===== src/design/ais_alarm_pkg.sv =====
// constants, register map and field layout of the upstream alarm monitor
package ais_alarm_pkg;
   // register indices; the byte address is four times the index
   localparam logic [7:0] IDX_FORMAT = 8'h10;
   localparam logic [7:0] IDX_LATCH_CTL = 8'h11;
   localparam logic [7:0] IDX_EDGE_CTL = 8'h12;
   localparam logic [7:0] IDX_AIS_CTL = 8'h13;
   localparam logic [7:0] IDX_MODE_CTL = 8'h14;
   localparam logic [7:0] IDX_FIFO_MASK = 8'h18;
   localparam logic [7:0] IDX_TXF_MASK = 8'h19;
   localparam logic [7:0] IDX_IRQ_IND = 8'h20;
   localparam logic [7:0] IDX_PORT_MASK = 8'h21;
   localparam logic [7:0] IDX_A_AIS_EVT = 8'h22;
   localparam logic [7:0] IDX_A_AIS_LVL = 8'h23;
   localparam logic [7:0] IDX_A_AIS_MASK = 8'h24;
   localparam logic [7:0] IDX_B_AIS_MASK = 8'h25;
   localparam logic [7:0] IDX_B_AIS_EVT = 8'h26;
   localparam logic [7:0] IDX_B_AIS_LVL = 8'h27;
   localparam logic [7:0] IDX_RFI_EVT = 8'h2c;
   localparam logic [3:0][7:0] IDX_PORT_LATCH = {8'hd4, 8'ha4, 8'h74, 8'h44};
   // bit positions of control fields
   localparam int FMT_LSB = 6;
   localparam int TRANSITION_LATCH_ENABLE_BIT = 4;
   localparam int RISE_BIT = 5;
   localparam int FALL_BIT = 4;
   localparam int REMOTE_FAIL_IRQ_ENABLE_BIT = 3;
   localparam int AISEN_BIT = 7;
   localparam int OWSEL_BIT = 3;
   localparam int HWIE_BIT = 0;
   // bus format codes
   localparam logic [1:0] FMT_STS1 = 2'h0;
   localparam logic [1:0] FMT_AU3 = 2'h1;
   // reserved bits of a port latch read as 0 (bit 6) and 1 (bit 5)
   localparam logic [1:0] LATCH_RSVD = 2'h1;
   // byte distances from the c1 byte in each format
   localparam logic [11:0] STS3_E1_OFS = 12'h108;
   localparam logic [11:0] STS3_H1_OFS = 12'h324;
   localparam logic [11:0] STS3_H2_GAP = 12'h003;
   localparam logic [11:0] STS1_E1_OFS = 12'h058;
   localparam logic [11:0] STS1_H1_OFS = 12'h10c;
   localparam logic [11:0] STS1_H2_GAP = 12'h001;
   localparam logic [11:0] POS_MAX = 12'hfff;
   // detection figures
   localparam logic [1:0] AIS_FRAMES = 2'h3;
   localparam logic [3:0] E1_ONES_SET = 4'h5;
   localparam logic [7:0] ALL_ONES = 8'hff;
   localparam int CHANS = 3;
   localparam int PORTS = 4;
   // alarm vector layout: six port groups of four, six ais, eight rfi
   localparam int NPORT_ALM = 24;
   localparam int AIS_BASE = 24;
   localparam int RFI_BASE = 30;
   localparam int NALM = 38;
endpackage


===== src/design/upstream_ais_alarm_monitor.sv =====
// upstream ais detection on both drop buses with alarm latching, interrupts and apb registers
`timescale 1ns/1ps
`default_nettype none
module upstream_ais_alarm_monitor (
   input wire logic ref_clk_in, // 40 mhz system clock
   input wire logic rst_n_in, // async reset, active low
   input wire logic psel_in, // apb select
   input wire logic penable_in, // apb enable
   input wire logic pwrite_in, // apb direction
   input wire logic [11:0] paddr_in, // apb byte address
   input wire logic [31:0] pwdata_in, // apb write data
   output logic [31:0] prdata_out, // apb read data
   output logic pready_out, // apb ready
   output logic pslverr_out, // apb error on unmapped address
   input wire logic [1:0][7:0] drop_data_in, // drop bus bytes, [0]=a [1]=b
   input wire logic [1:0] drop_valid_in, // byte present on each drop bus
   input wire logic [1:0] drop_c1_in, // c1 byte marker of each drop bus
   input wire logic [3:0] rx_fifo_error_in, // per-port alarm levels
   input wire logic [3:0] tx_fifo_a_error_in, // per-port alarm levels
   input wire logic [3:0] tx_fifo_b_error_in, // per-port alarm levels
   input wire logic [3:0] tributary_signal_loss_in, // per-port alarm levels
   input wire logic [3:0] tributary_clock_loss_in, // per-port alarm levels
   input wire logic [3:0] tributary_drop_ais_in, // per-port alarm levels
   input wire logic [3:0] a_rfi_in, // side a remote failure per port
   input wire logic [3:0] b_rfi_in, // side b remote failure per port
   output logic [2:0] a_bus_upstream_ais_out, // current a bus ais per signal
   output logic [2:0] b_bus_upstream_ais_out, // current b bus ais per signal
   output logic irq_out // hardware interrupt, active high level
);
   localparam int NA = ais_alarm_pkg::NALM;

   typedef struct packed {
      logic [1:0][7:0] bus_d1;
      logic [1:0][7:0] bus_d2;
      logic [1:0] c1_d1;
      logic [1:0] c1_d2;
      logic [1:0] val_d1;
      logic [1:0] val_d2;
      logic [1:0][11:0] pos;
      logic [1:0][2:0][7:0] h1_hold;
      logic [1:0][2:0] ais;
      logic [1:0][2:0][1:0] set_cnt;
      logic [1:0][2:0][1:0] clr_cnt;
      logic [NA-1:0] prev;
      logic [NA-1:0] latch;
      logic [NA-1:0] clr_sel;
      logic [1:0] fmt;
      logic transition_latch_enable;
      logic rise;
      logic fall;
      logic remote_fail_irq_enable;
      logic aisen;
      logic owsel;
      logic hwie;
      logic [3:0] rx_msk;
      logic [3:0] tp_msk;
      logic [3:0] ta_msk;
      logic [3:0] tb_msk;
      logic [3:0] port_msk;
      logic [2:0] a_ais_msk;
      logic [2:0] b_ais_msk;
      logic [31:0] prdata;
      logic pready;
      logic pslverr;
      logic irq;
   } state_s;

   state_s r;
   state_s next_r;

   // byte address of a register index
   function automatic logic [11:0] reg_addr(input logic [7:0] idx);
      reg_addr = {2'h0, idx, 2'h0};
   endfunction

   // count of ones in a byte
   function automatic logic [3:0] ones_of(input logic [7:0] b);
      logic [3:0] c;
      c = 4'h0;
      for (int i = 0; i < 8; i++) begin
         c = c + {3'h0, b[i]};
      end
      ones_of = c;
   endfunction

   // new data flag nibble counts as normal, single-bit errors included
   function automatic logic ndf_normal(input logic [3:0] n);
      ndf_normal = (n == 4'h6) || (n == 4'he) || (n == 4'h2) || (n == 4'h4) || (n == 4'h7);
   endfunction

   // which alarm changes count as events under the latching policy
   function automatic logic [NA-1:0] event_hits(input logic [NA-1:0] now,
         input logic [NA-1:0] prev, input logic transition_latch_enable, input logic rise, input logic fall);
      logic [NA-1:0] h;
      h = now;
      if (transition_latch_enable) begin
         h = '0;
         if (rise) begin
            h = h | (now & ~prev);
         end
         if (fall) begin
            h = h | (~now & prev);
         end
      end
      event_hits = h;
   endfunction

   logic [NA-1:0] alarm_now;
   logic [6:0] sw_ind;

   // gather every alarm source into one vector
   assign alarm_now = {b_rfi_in, a_rfi_in, r.ais[1], r.ais[0], tributary_drop_ais_in,
                       tributary_clock_loss_in, tributary_signal_loss_in,
                       tx_fifo_b_error_in, tx_fifo_a_error_in, rx_fifo_error_in};

   // software interrupt indications from latched events and masks
   always_comb begin
      for (int p = 0; p < ais_alarm_pkg::PORTS; p++) begin
         sw_ind[p] = r.port_msk[p] & ((r.latch[p] & r.rx_msk[p])
            | (r.latch[4 + p] & r.ta_msk[p])
            | (r.latch[8 + p] & r.tb_msk[p])
            | ((r.latch[12 + p] | r.latch[16 + p] | r.latch[20 + p]) & r.tp_msk[p]));
      end
      sw_ind[4] = |(r.latch[ais_alarm_pkg::AIS_BASE +: 3] & r.a_ais_msk);
      sw_ind[5] = |(r.latch[ais_alarm_pkg::AIS_BASE + 3 +: 3] & r.b_ais_msk);
      sw_ind[6] = r.remote_fail_irq_enable & (|r.latch[ais_alarm_pkg::RFI_BASE +: 8]);
   end

   // next state: bus sampling, ais detectors, alarm latching and register access
   always_comb begin
      logic [11:0] cp;
      logic [11:0] e1o;
      logic [11:0] h1o;
      logic [11:0] h2g;
      logic [11:0] chn;
      int nch;
      logic [7:0] byt;
      logic setup;
      logic access;
      logic hit;
      logic [7:0] wd;
      cp = 12'h000;
      e1o = ais_alarm_pkg::STS3_E1_OFS;
      h1o = ais_alarm_pkg::STS3_H1_OFS;
      h2g = ais_alarm_pkg::STS3_H2_GAP;
      chn = 12'h000;
      nch = 1;
      byt = 8'h00;
      hit = 1'b0;
      wd = pwdata_in[7:0];
      setup = psel_in & ~penable_in;
      access = psel_in & penable_in & r.pready;
      next_r = r;

      // drop bus pins pass two flops first
      next_r.bus_d1 = drop_data_in;
      next_r.bus_d2 = r.bus_d1;
      next_r.c1_d1 = drop_c1_in;
      next_r.c1_d2 = r.c1_d1;
      next_r.val_d1 = drop_valid_in;
      next_r.val_d2 = r.val_d1;

      // format picks offsets and number of watched positions
      if (r.fmt == ais_alarm_pkg::FMT_STS1) begin
         e1o = ais_alarm_pkg::STS1_E1_OFS;
         h1o = ais_alarm_pkg::STS1_H1_OFS;
         h2g = ais_alarm_pkg::STS1_H2_GAP;
      end
      if (r.fmt == ais_alarm_pkg::FMT_AU3) begin
         nch = ais_alarm_pkg::CHANS;
      end

      for (int b = 0; b < 2; b++) begin
         byt = r.bus_d2[b];
         cp = r.c1_d2[b] ? 12'h000 :
              ((r.pos[b] == ais_alarm_pkg::POS_MAX) ? r.pos[b] : r.pos[b] + 12'h001);
         if (r.val_d2[b]) begin
            next_r.pos[b] = cp;
         end
         for (int n = 0; n < ais_alarm_pkg::CHANS; n++) begin
            chn = 12'(n);
            if (!r.aisen || n >= nch) begin
               next_r.ais[b][n] = 1'b0;
               next_r.set_cnt[b][n] = 2'h0;
               next_r.clr_cnt[b][n] = 2'h0;
            end else if (r.val_d2[b] && !r.owsel) begin
               // pointer bytes watched
               if (cp == h1o + chn) begin
                  next_r.h1_hold[b][n] = byt;
               end
               if (cp == h1o + h2g + chn) begin
                  if (r.h1_hold[b][n] == ais_alarm_pkg::ALL_ONES &&
                      byt == ais_alarm_pkg::ALL_ONES) begin
                     next_r.clr_cnt[b][n] = 2'h0;
                     if (r.set_cnt[b][n] != ais_alarm_pkg::AIS_FRAMES) begin
                        next_r.set_cnt[b][n] = r.set_cnt[b][n] + 2'h1;
                     end
                     if (r.set_cnt[b][n] + 2'h1 == ais_alarm_pkg::AIS_FRAMES) begin
                        next_r.ais[b][n] = 1'b1;
                     end
                  end else if (ndf_normal(r.h1_hold[b][n][7:4])) begin
                     next_r.set_cnt[b][n] = 2'h0;
                     if (r.clr_cnt[b][n] != ais_alarm_pkg::AIS_FRAMES) begin
                        next_r.clr_cnt[b][n] = r.clr_cnt[b][n] + 2'h1;
                     end
                     if (r.clr_cnt[b][n] + 2'h1 == ais_alarm_pkg::AIS_FRAMES) begin
                        next_r.ais[b][n] = 1'b0;
                     end
                  end else begin
                     next_r.set_cnt[b][n] = 2'h0;
                     next_r.clr_cnt[b][n] = 2'h0;
                  end
               end
            end else if (r.val_d2[b] && cp == e1o + chn) begin
               // order-wire majority vote, decided on each byte
               next_r.set_cnt[b][n] = 2'h0;
               next_r.clr_cnt[b][n] = 2'h0;
               next_r.ais[b][n] = (ones_of(byt) >= ais_alarm_pkg::E1_ONES_SET);
            end
         end
      end

      // alarm latching; a new event wins over a read clear in the same cycle
      next_r.prev = alarm_now;
      next_r.latch = r.latch & ~((access & ~pwrite_in) ? r.clr_sel : '0);
      next_r.latch = next_r.latch | event_hits(alarm_now, r.prev, r.transition_latch_enable, r.rise, r.fall);

      // hardware interrupt follows software indications while enabled
      next_r.irq = r.hwie & (|sw_ind);

      // apb: decode in setup, answer in the following access cycle
      next_r.pready = setup;
      next_r.pslverr = 1'b0; // error stands only in the access cycle
      if (setup) begin
         next_r.prdata = 32'h0000_0000;
         next_r.pslverr = 1'b0;
         next_r.clr_sel = '0;
         hit = 1'b1;
         if (paddr_in == reg_addr(ais_alarm_pkg::IDX_FORMAT)) begin
            next_r.prdata[ais_alarm_pkg::FMT_LSB +: 2] = r.fmt;
         end else if (paddr_in == reg_addr(ais_alarm_pkg::IDX_LATCH_CTL)) begin
            next_r.prdata[ais_alarm_pkg::TRANSITION_LATCH_ENABLE_BIT] = r.transition_latch_enable;
         end else if (paddr_in == reg_addr(ais_alarm_pkg::IDX_EDGE_CTL)) begin
            next_r.prdata[ais_alarm_pkg::RISE_BIT] = r.rise;
            next_r.prdata[ais_alarm_pkg::FALL_BIT] = r.fall;
            next_r.prdata[ais_alarm_pkg::REMOTE_FAIL_IRQ_ENABLE_BIT] = r.remote_fail_irq_enable;
         end else if (paddr_in == reg_addr(ais_alarm_pkg::IDX_AIS_CTL)) begin
            next_r.prdata[ais_alarm_pkg::AISEN_BIT] = r.aisen;
         end else if (paddr_in == reg_addr(ais_alarm_pkg::IDX_MODE_CTL)) begin
            next_r.prdata[ais_alarm_pkg::OWSEL_BIT] = r.owsel;
            next_r.prdata[ais_alarm_pkg::HWIE_BIT] = r.hwie;
         end else if (paddr_in == reg_addr(ais_alarm_pkg::IDX_FIFO_MASK)) begin
            next_r.prdata[7:0] = {r.tp_msk, r.rx_msk};
         end else if (paddr_in == reg_addr(ais_alarm_pkg::IDX_TXF_MASK)) begin
            next_r.prdata[7:0] = {r.tb_msk, r.ta_msk};
         end else if (paddr_in == reg_addr(ais_alarm_pkg::IDX_IRQ_IND)) begin
            next_r.prdata[6:0] = sw_ind;
         end else if (paddr_in == reg_addr(ais_alarm_pkg::IDX_PORT_MASK)) begin
            next_r.prdata[3:0] = r.port_msk;
         end else if (paddr_in == reg_addr(ais_alarm_pkg::IDX_A_AIS_EVT)) begin
            next_r.prdata[2:0] = r.latch[ais_alarm_pkg::AIS_BASE +: 3];
            next_r.clr_sel[ais_alarm_pkg::AIS_BASE +: 3] = r.latch[ais_alarm_pkg::AIS_BASE +: 3];
         end else if (paddr_in == reg_addr(ais_alarm_pkg::IDX_B_AIS_EVT)) begin
            next_r.prdata[2:0] = r.latch[ais_alarm_pkg::AIS_BASE + 3 +: 3];
            next_r.clr_sel[ais_alarm_pkg::AIS_BASE + 3 +: 3] =
               r.latch[ais_alarm_pkg::AIS_BASE + 3 +: 3];
         end else if (paddr_in == reg_addr(ais_alarm_pkg::IDX_A_AIS_LVL)) begin
            next_r.prdata[2:0] = r.ais[0];
         end else if (paddr_in == reg_addr(ais_alarm_pkg::IDX_B_AIS_LVL)) begin
            next_r.prdata[2:0] = r.ais[1];
         end else if (paddr_in == reg_addr(ais_alarm_pkg::IDX_A_AIS_MASK)) begin
            next_r.prdata[2:0] = r.a_ais_msk;
         end else if (paddr_in == reg_addr(ais_alarm_pkg::IDX_B_AIS_MASK)) begin
            next_r.prdata[2:0] = r.b_ais_msk;
         end else if (paddr_in == reg_addr(ais_alarm_pkg::IDX_RFI_EVT)) begin
            next_r.prdata[7:0] = r.latch[ais_alarm_pkg::RFI_BASE +: 8];
            next_r.clr_sel[ais_alarm_pkg::RFI_BASE +: 8] = r.latch[ais_alarm_pkg::RFI_BASE +: 8];
         end else begin
            hit = 1'b0;
         end
         // per-port common latch, cleared by the read
         for (int p = 0; p < ais_alarm_pkg::PORTS; p++) begin
            if (paddr_in == reg_addr(ais_alarm_pkg::IDX_PORT_LATCH[p])) begin
               hit = 1'b1;
               next_r.prdata[7:0] = {r.latch[p], ais_alarm_pkg::LATCH_RSVD, r.latch[4 + p],
                  r.latch[8 + p], r.latch[12 + p], r.latch[16 + p], r.latch[20 + p]};
               for (int k = 0; k < 6; k++) begin
                  next_r.clr_sel[k * 4 + p] = r.latch[k * 4 + p];
               end
            end
         end
         next_r.pslverr = ~hit;
      end

      // register writes take effect at the access edge
      if (access && pwrite_in && !r.pslverr) begin
         if (paddr_in == reg_addr(ais_alarm_pkg::IDX_FORMAT)) begin
            next_r.fmt = wd[ais_alarm_pkg::FMT_LSB +: 2];
         end
         if (paddr_in == reg_addr(ais_alarm_pkg::IDX_LATCH_CTL)) begin
            next_r.transition_latch_enable = wd[ais_alarm_pkg::TRANSITION_LATCH_ENABLE_BIT];
         end
         if (paddr_in == reg_addr(ais_alarm_pkg::IDX_EDGE_CTL)) begin
            next_r.rise = wd[ais_alarm_pkg::RISE_BIT];
            next_r.fall = wd[ais_alarm_pkg::FALL_BIT];
            next_r.remote_fail_irq_enable = wd[ais_alarm_pkg::REMOTE_FAIL_IRQ_ENABLE_BIT];
         end
         if (paddr_in == reg_addr(ais_alarm_pkg::IDX_AIS_CTL)) begin
            next_r.aisen = wd[ais_alarm_pkg::AISEN_BIT];
         end
         if (paddr_in == reg_addr(ais_alarm_pkg::IDX_MODE_CTL)) begin
            next_r.owsel = wd[ais_alarm_pkg::OWSEL_BIT];
            next_r.hwie = wd[ais_alarm_pkg::HWIE_BIT];
         end
         if (paddr_in == reg_addr(ais_alarm_pkg::IDX_FIFO_MASK)) begin
            next_r.rx_msk = wd[3:0];
            next_r.tp_msk = wd[7:4];
         end
         if (paddr_in == reg_addr(ais_alarm_pkg::IDX_TXF_MASK)) begin
            next_r.ta_msk = wd[3:0];
            next_r.tb_msk = wd[7:4];
         end
         if (paddr_in == reg_addr(ais_alarm_pkg::IDX_PORT_MASK)) begin
            next_r.port_msk = wd[3:0];
         end
         if (paddr_in == reg_addr(ais_alarm_pkg::IDX_A_AIS_MASK)) begin
            next_r.a_ais_msk = wd[2:0];
         end
         if (paddr_in == reg_addr(ais_alarm_pkg::IDX_B_AIS_MASK)) begin
            next_r.b_ais_msk = wd[2:0];
         end
      end
   end

   // one register bank for the whole state
   always_ff @(posedge ref_clk_in or negedge rst_n_in) begin
      if (!rst_n_in) begin
         r <= '0;
      end else begin
         r <= next_r;
      end
   end

   // outputs straight from flops
   assign prdata_out = r.prdata;
   assign pready_out = r.pready;
   assign pslverr_out = r.pslverr;
   assign a_bus_upstream_ais_out = r.ais[0];
   assign b_bus_upstream_ais_out = r.ais[1];
   assign irq_out = r.irq;
endmodule
`default_nettype wire


===== config.mk =====
export PLATFORM = sky130hd
export DESIGN_NAME = upstream_ais_alarm_monitor
export DESIGN_NICKNAME = d
export VERILOG_FILES = /design/src/design/ais_alarm_pkg.sv /design/src/design/upstream_ais_alarm_monitor.sv
export SDC_FILE = /design/constraint.sdc
export NUM_CORES = 1
export LEC_CHECK = 0
export BUFFER_PORTS_ARGS = -buffer_cell sky130_fd_sc_hd__clkbuf_2
export CAP_MARGIN = 25
export CORE_MARGIN = 1.5
export CORE_UTILIZATION = 61
export CTS_CLUSTER_SIZE = 14
export DETAILED_ROUTE_END_ITERATION = 8
export PLACE_DENSITY = 0.77
export SYNTH_ARGS = -nofsm -noshare
export SYNTH_HDL_FRONTEND = slang
export SYNTH_SLANG_ARGS = --single-unit

===== constraint.sdc =====
create_clock -name ref_clk_in -period 6.7 [get_ports ref_clk_in]
set_input_delay 0 -clock ref_clk_in [delete_from_list [all_inputs] [get_ports ref_clk_in]]
set_output_delay 0 -clock ref_clk_in [all_outputs]
set_load 0.05 [all_outputs]

==> impl_results.md <==
- Tot GR Track Use: a little over 30%
- Final WS setup: between 2 and 3 ns
- Power Dens Cells: ~230 nW/um^2
- Syn avg cell area: around 10 um^2
- Num ports: around 140
- Final Hold Viols: 0
- Iter 0 DRT Violations: 1269
- Commonest non-fill, non-tap cell in the layout: dfrtp_1
- Fmax: ~270 MHz
- Antenna fix cells: 0
- Total gr overflow: 0
- WL per Instance: 20.00 um
- Worst EP required: 7.09 ns
- Drt pass-1 iters: 5
- Vias in the first global route: around 13000
- Clock tree buffer depth: 3
- Die area: around 27000 um^2
- First-pass GRT wire length: 65560 um
- CTS tree: yes
- Post-route ant nets: 0
- Layout cell share with drive strength beyond 1: 16.91%
- Area grow syn2layout: 15.19%
- CP endpoint kind: register
- Pre-CTS WS: about 3 ns
- Initial antenna violation count: 0
- Critical Path AT: ~4.2 ns
- Seq/Total Area, Yosys: 48.00%
- Synthesized flop and latch total: around 300
- Port Buf Inserts: between 90 and 100
- Resized Gates After CTS: 0
- Clk slew on worst S/H paths: ~0.060 ns
- Mapped cell area: around 16000 um^2
- Crit Path Max Fanout: 5
- Crit path time final: approximately 3.8 ns
- Yosys warns: 0
- Clock Skew: around 0.017 ns
- Initial core utilization: 62.34%
- Placeable Area: between 20000 and 30000 um^2
- GP Congestion: approximately 0.97
- Total Power Consumption: roughly 4.1 mW
- Detailed Route WL: between 40000 and 50000 um
- Clk_lat worst skew: around 0.52 ns
- Worst Tran Pin Value: roughly 1.0 ns
- Most frequent cells in the layout: dfrtp_1, nand2_1, o21ai_0
- Clock buffers created by TritonCTS: 34
- Cell variety after synth: 90
- Class of the worst hold path: primary input to async pin
- Post-synth EDFFs: 0
- CTS sink cnt: roughly 300
- Total Neg Setup Slack: 0 ns
- Row count: 58
- Dpl hpwl: 27440 um
- Max IR drop VDD: 0.0002157 V
- Fin nets: approximately 1800
- Post-DR vias/cell: approximately 6.4
- Die height: 163.7 um
- Die W: 163.7 um
- Pin count of the biggest net entering global routing: 83
- Fill count: roughly 1800
- RSZ-0062 raised after global routing: no
- Top FF cell, synth: dfrtp_1
- Setup CP Type: register to register
- # Post-CTS Setup Buffers: 0
- Leakage: between 7 and 8 nW
- Slew Viols, Final: 0
- Startpoint types: register
- Final setup violation count: 0
- Synth Instances: between 1500 and 2000
- Max cap viols: 0
- Root buffer cell: clkbuf_16
- Via count: 13020
- Status: completed
- Htree depth: 2
- DRC: 0
- Slew HR: a little under a third
- Ys async rst share: 100.0%
- Period utilization: 56.18%
metal layers:
metal | track usage (%) | part of all wire [%]
met1 | 42.76 | 43
met2 | 49.12 | 47
met3 | 5.104 | 7.1
met4 | 9.876 | 2.5
met5 | 0 | 0
where the power goes:
| group | internal [mW] | leakage, nW | total (mW) | switching, mW |
|---|---|---|---|---|
| clock network | 1.12 | 0.550 | 1.88 | 0.761 |
| registers | 1.86 | 3.85 | 1.89 | 0.0367 |
| logic | 0.119 | 3.32 | 0.340 | 0.222 |
| total | 3.09 | 7.72 | 4.11 | 1.02 |
registers in the layout, summed over array words and instances, names as in the netlist:
signal                  flops
r                         265
b_bus_upstream_ais_out      3
irq_out                     1
prdata_out                  8
pslverr_out                 1
a_bus_upstream_ais_out      3
next_r                     20
pready_out                  1
cell families after synthesis:
| group | share of synthesized area, % |
|---|---|
| XOR/XNOR | 0.5007 |
| AND/OR/NAND/NOR | 18.88 |
| buffers and inverters | 5.007 |
| multiplexers | 6.922 |
| flip-flops | 48.00 |
| AO/OA/AOI/OAI | 16.94 |
| adder cells (fa/ha/maj) | 3.719 |
| other | 0.02382 |
final timing paths:
| check | slack [ns] | startpoint | end | cells after the start |
|---|---|---|---|---|
| max | 2.94 | r[302]$_DFF_PN0_ | b_bus_upstream_ais_out[0]$_DFFE_PN0P_ | 12 |
| min | 0.009 | rst_n_in | r[284]$_DFFE_PN0P_ | 2 |
| max reg2reg | 2.94 | r[302]$_DFF_PN0_ | b_bus_upstream_ais_out[0]$_DFFE_PN0P_ | 12 |
| min reg2reg | 0.34 | next_r[305]$_DFF_PN0_ | r[305]$_DFF_PN0_ | 0 |
| max in group asynchronous | 5.69 | rst_n_in | r[121]$_DFF_PN0_ | 4 |
| min in group ref_clk_in | 0.04 | paddr_in[9] | r[88]$_DFFE_PN0P_ | 5 |
synthesized netlist by cell type, types with 4 or more instances:
master | count | share of area [%]
nor2_1 | 80 | 1.9
nand3_1 | 50 | 1.6
o41ai_1 | 6 | 0.33
a222oi_1 | 7 | 0.45
nand4b_1 | 5 | 0.28
o22ai_1 | 18 | 0.72
nand2b_1 | 17 | 0.68
a21boi_0 | 6 | 0.29
a22o_1 | 18 | 1.0
ha_1 | 34 | 2.7
mux2_2 | 84 | 6.0
a31oi_1 | 9 | 0.36
a211oi_1 | 5 | 0.24
nand4_1 | 30 | 1.2
or3_1 | 9 | 0.36
clkbuf_1 | 52 | 1.2
a221o_1 | 38 | 2.4
o21a_1 | 4 | 0.19
o31ai_1 | 18 | 0.86
fa_1 | 8 | 1.0
nor3_1 | 27 | 0.86
dfrtp_1 | 302 | 48
o21ai_0 | 113 | 3.6
nor4_2 | 4 | 0.32
mux2i_1 | 11 | 0.70
buf_2 | 9 | 0.29
inv_1 | 63 | 1.5
and2_1 | 4 | 0.16
xnor2_1 | 8 | 0.45
and3_1 | 21 | 0.83
nor4_1 | 19 | 0.75
a221oi_1 | 6 | 0.33
a21o_1 | 10 | 0.48
a41oi_1 | 8 | 0.45
nor2b_1 | 14 | 0.56
a22oi_1 | 11 | 0.52
a21oi_1 | 52 | 1.7
a311o_1 | 4 | 0.25
nand2_1 | 181 | 4.3
or4_1 | 14 | 0.67
and4_1 | 8 | 0.45
buf_4 | 41 | 2.0
nor4_4 | 4 | 0.54
nor3b_1 | 44 | 2.1
timing repair:
action | 4_1_cts | 5_1_grt
hold buffers | 62 | 0
setup endpoints to repair | 0 | 0
endpoints found under the hold margin | 191 | 0
metrics by stage:
stage          std cells  utilization (%)  hold slack, ns  cell area, um^2
6_report            2033            71.81        0.008615            18140
5_1_grt             2033            71.81         0.04559            18140
4_1_cts             2030            71.49        0.007499            18050
3_5_place_dp        1907            64.57        -0.02406            16310
3_3_place_gp        1905            64.52        -0.03084            16290
2_1_floorplan       1570                -         -0.2956            15830
worst max-delay path, stage by stage, from the launching register on:
cell	delay, ns
dfrtp_1	0.45
fa_1	0.57
inv_1	0.05
fa_1	0.48
fa_1	0.50
inv_1	0.04
ha_1	0.20
fa_1	0.39
o22ai_1	0.18
a21oi_1	0.06
a211oi_1	0.34
nor3_1	0.09
a311o_1	0.28
final cells by class:
cell class / instances / area [um^2] / area share (%)
clock buffer: 43 / 935.9 / 5.160
multi-input combinational: 1102 / 7502 / 41.37
tap: 330 / 412.9 / 2.277
clock inverter: 18 / 191.4 / 1.056
timing repair buffer: 174 / 1296 / 7.147
sequential: 302 / 7557 / 41.67
inverter: 64 / 240.2 / 1.325
(Power assumes the default switching activity.)
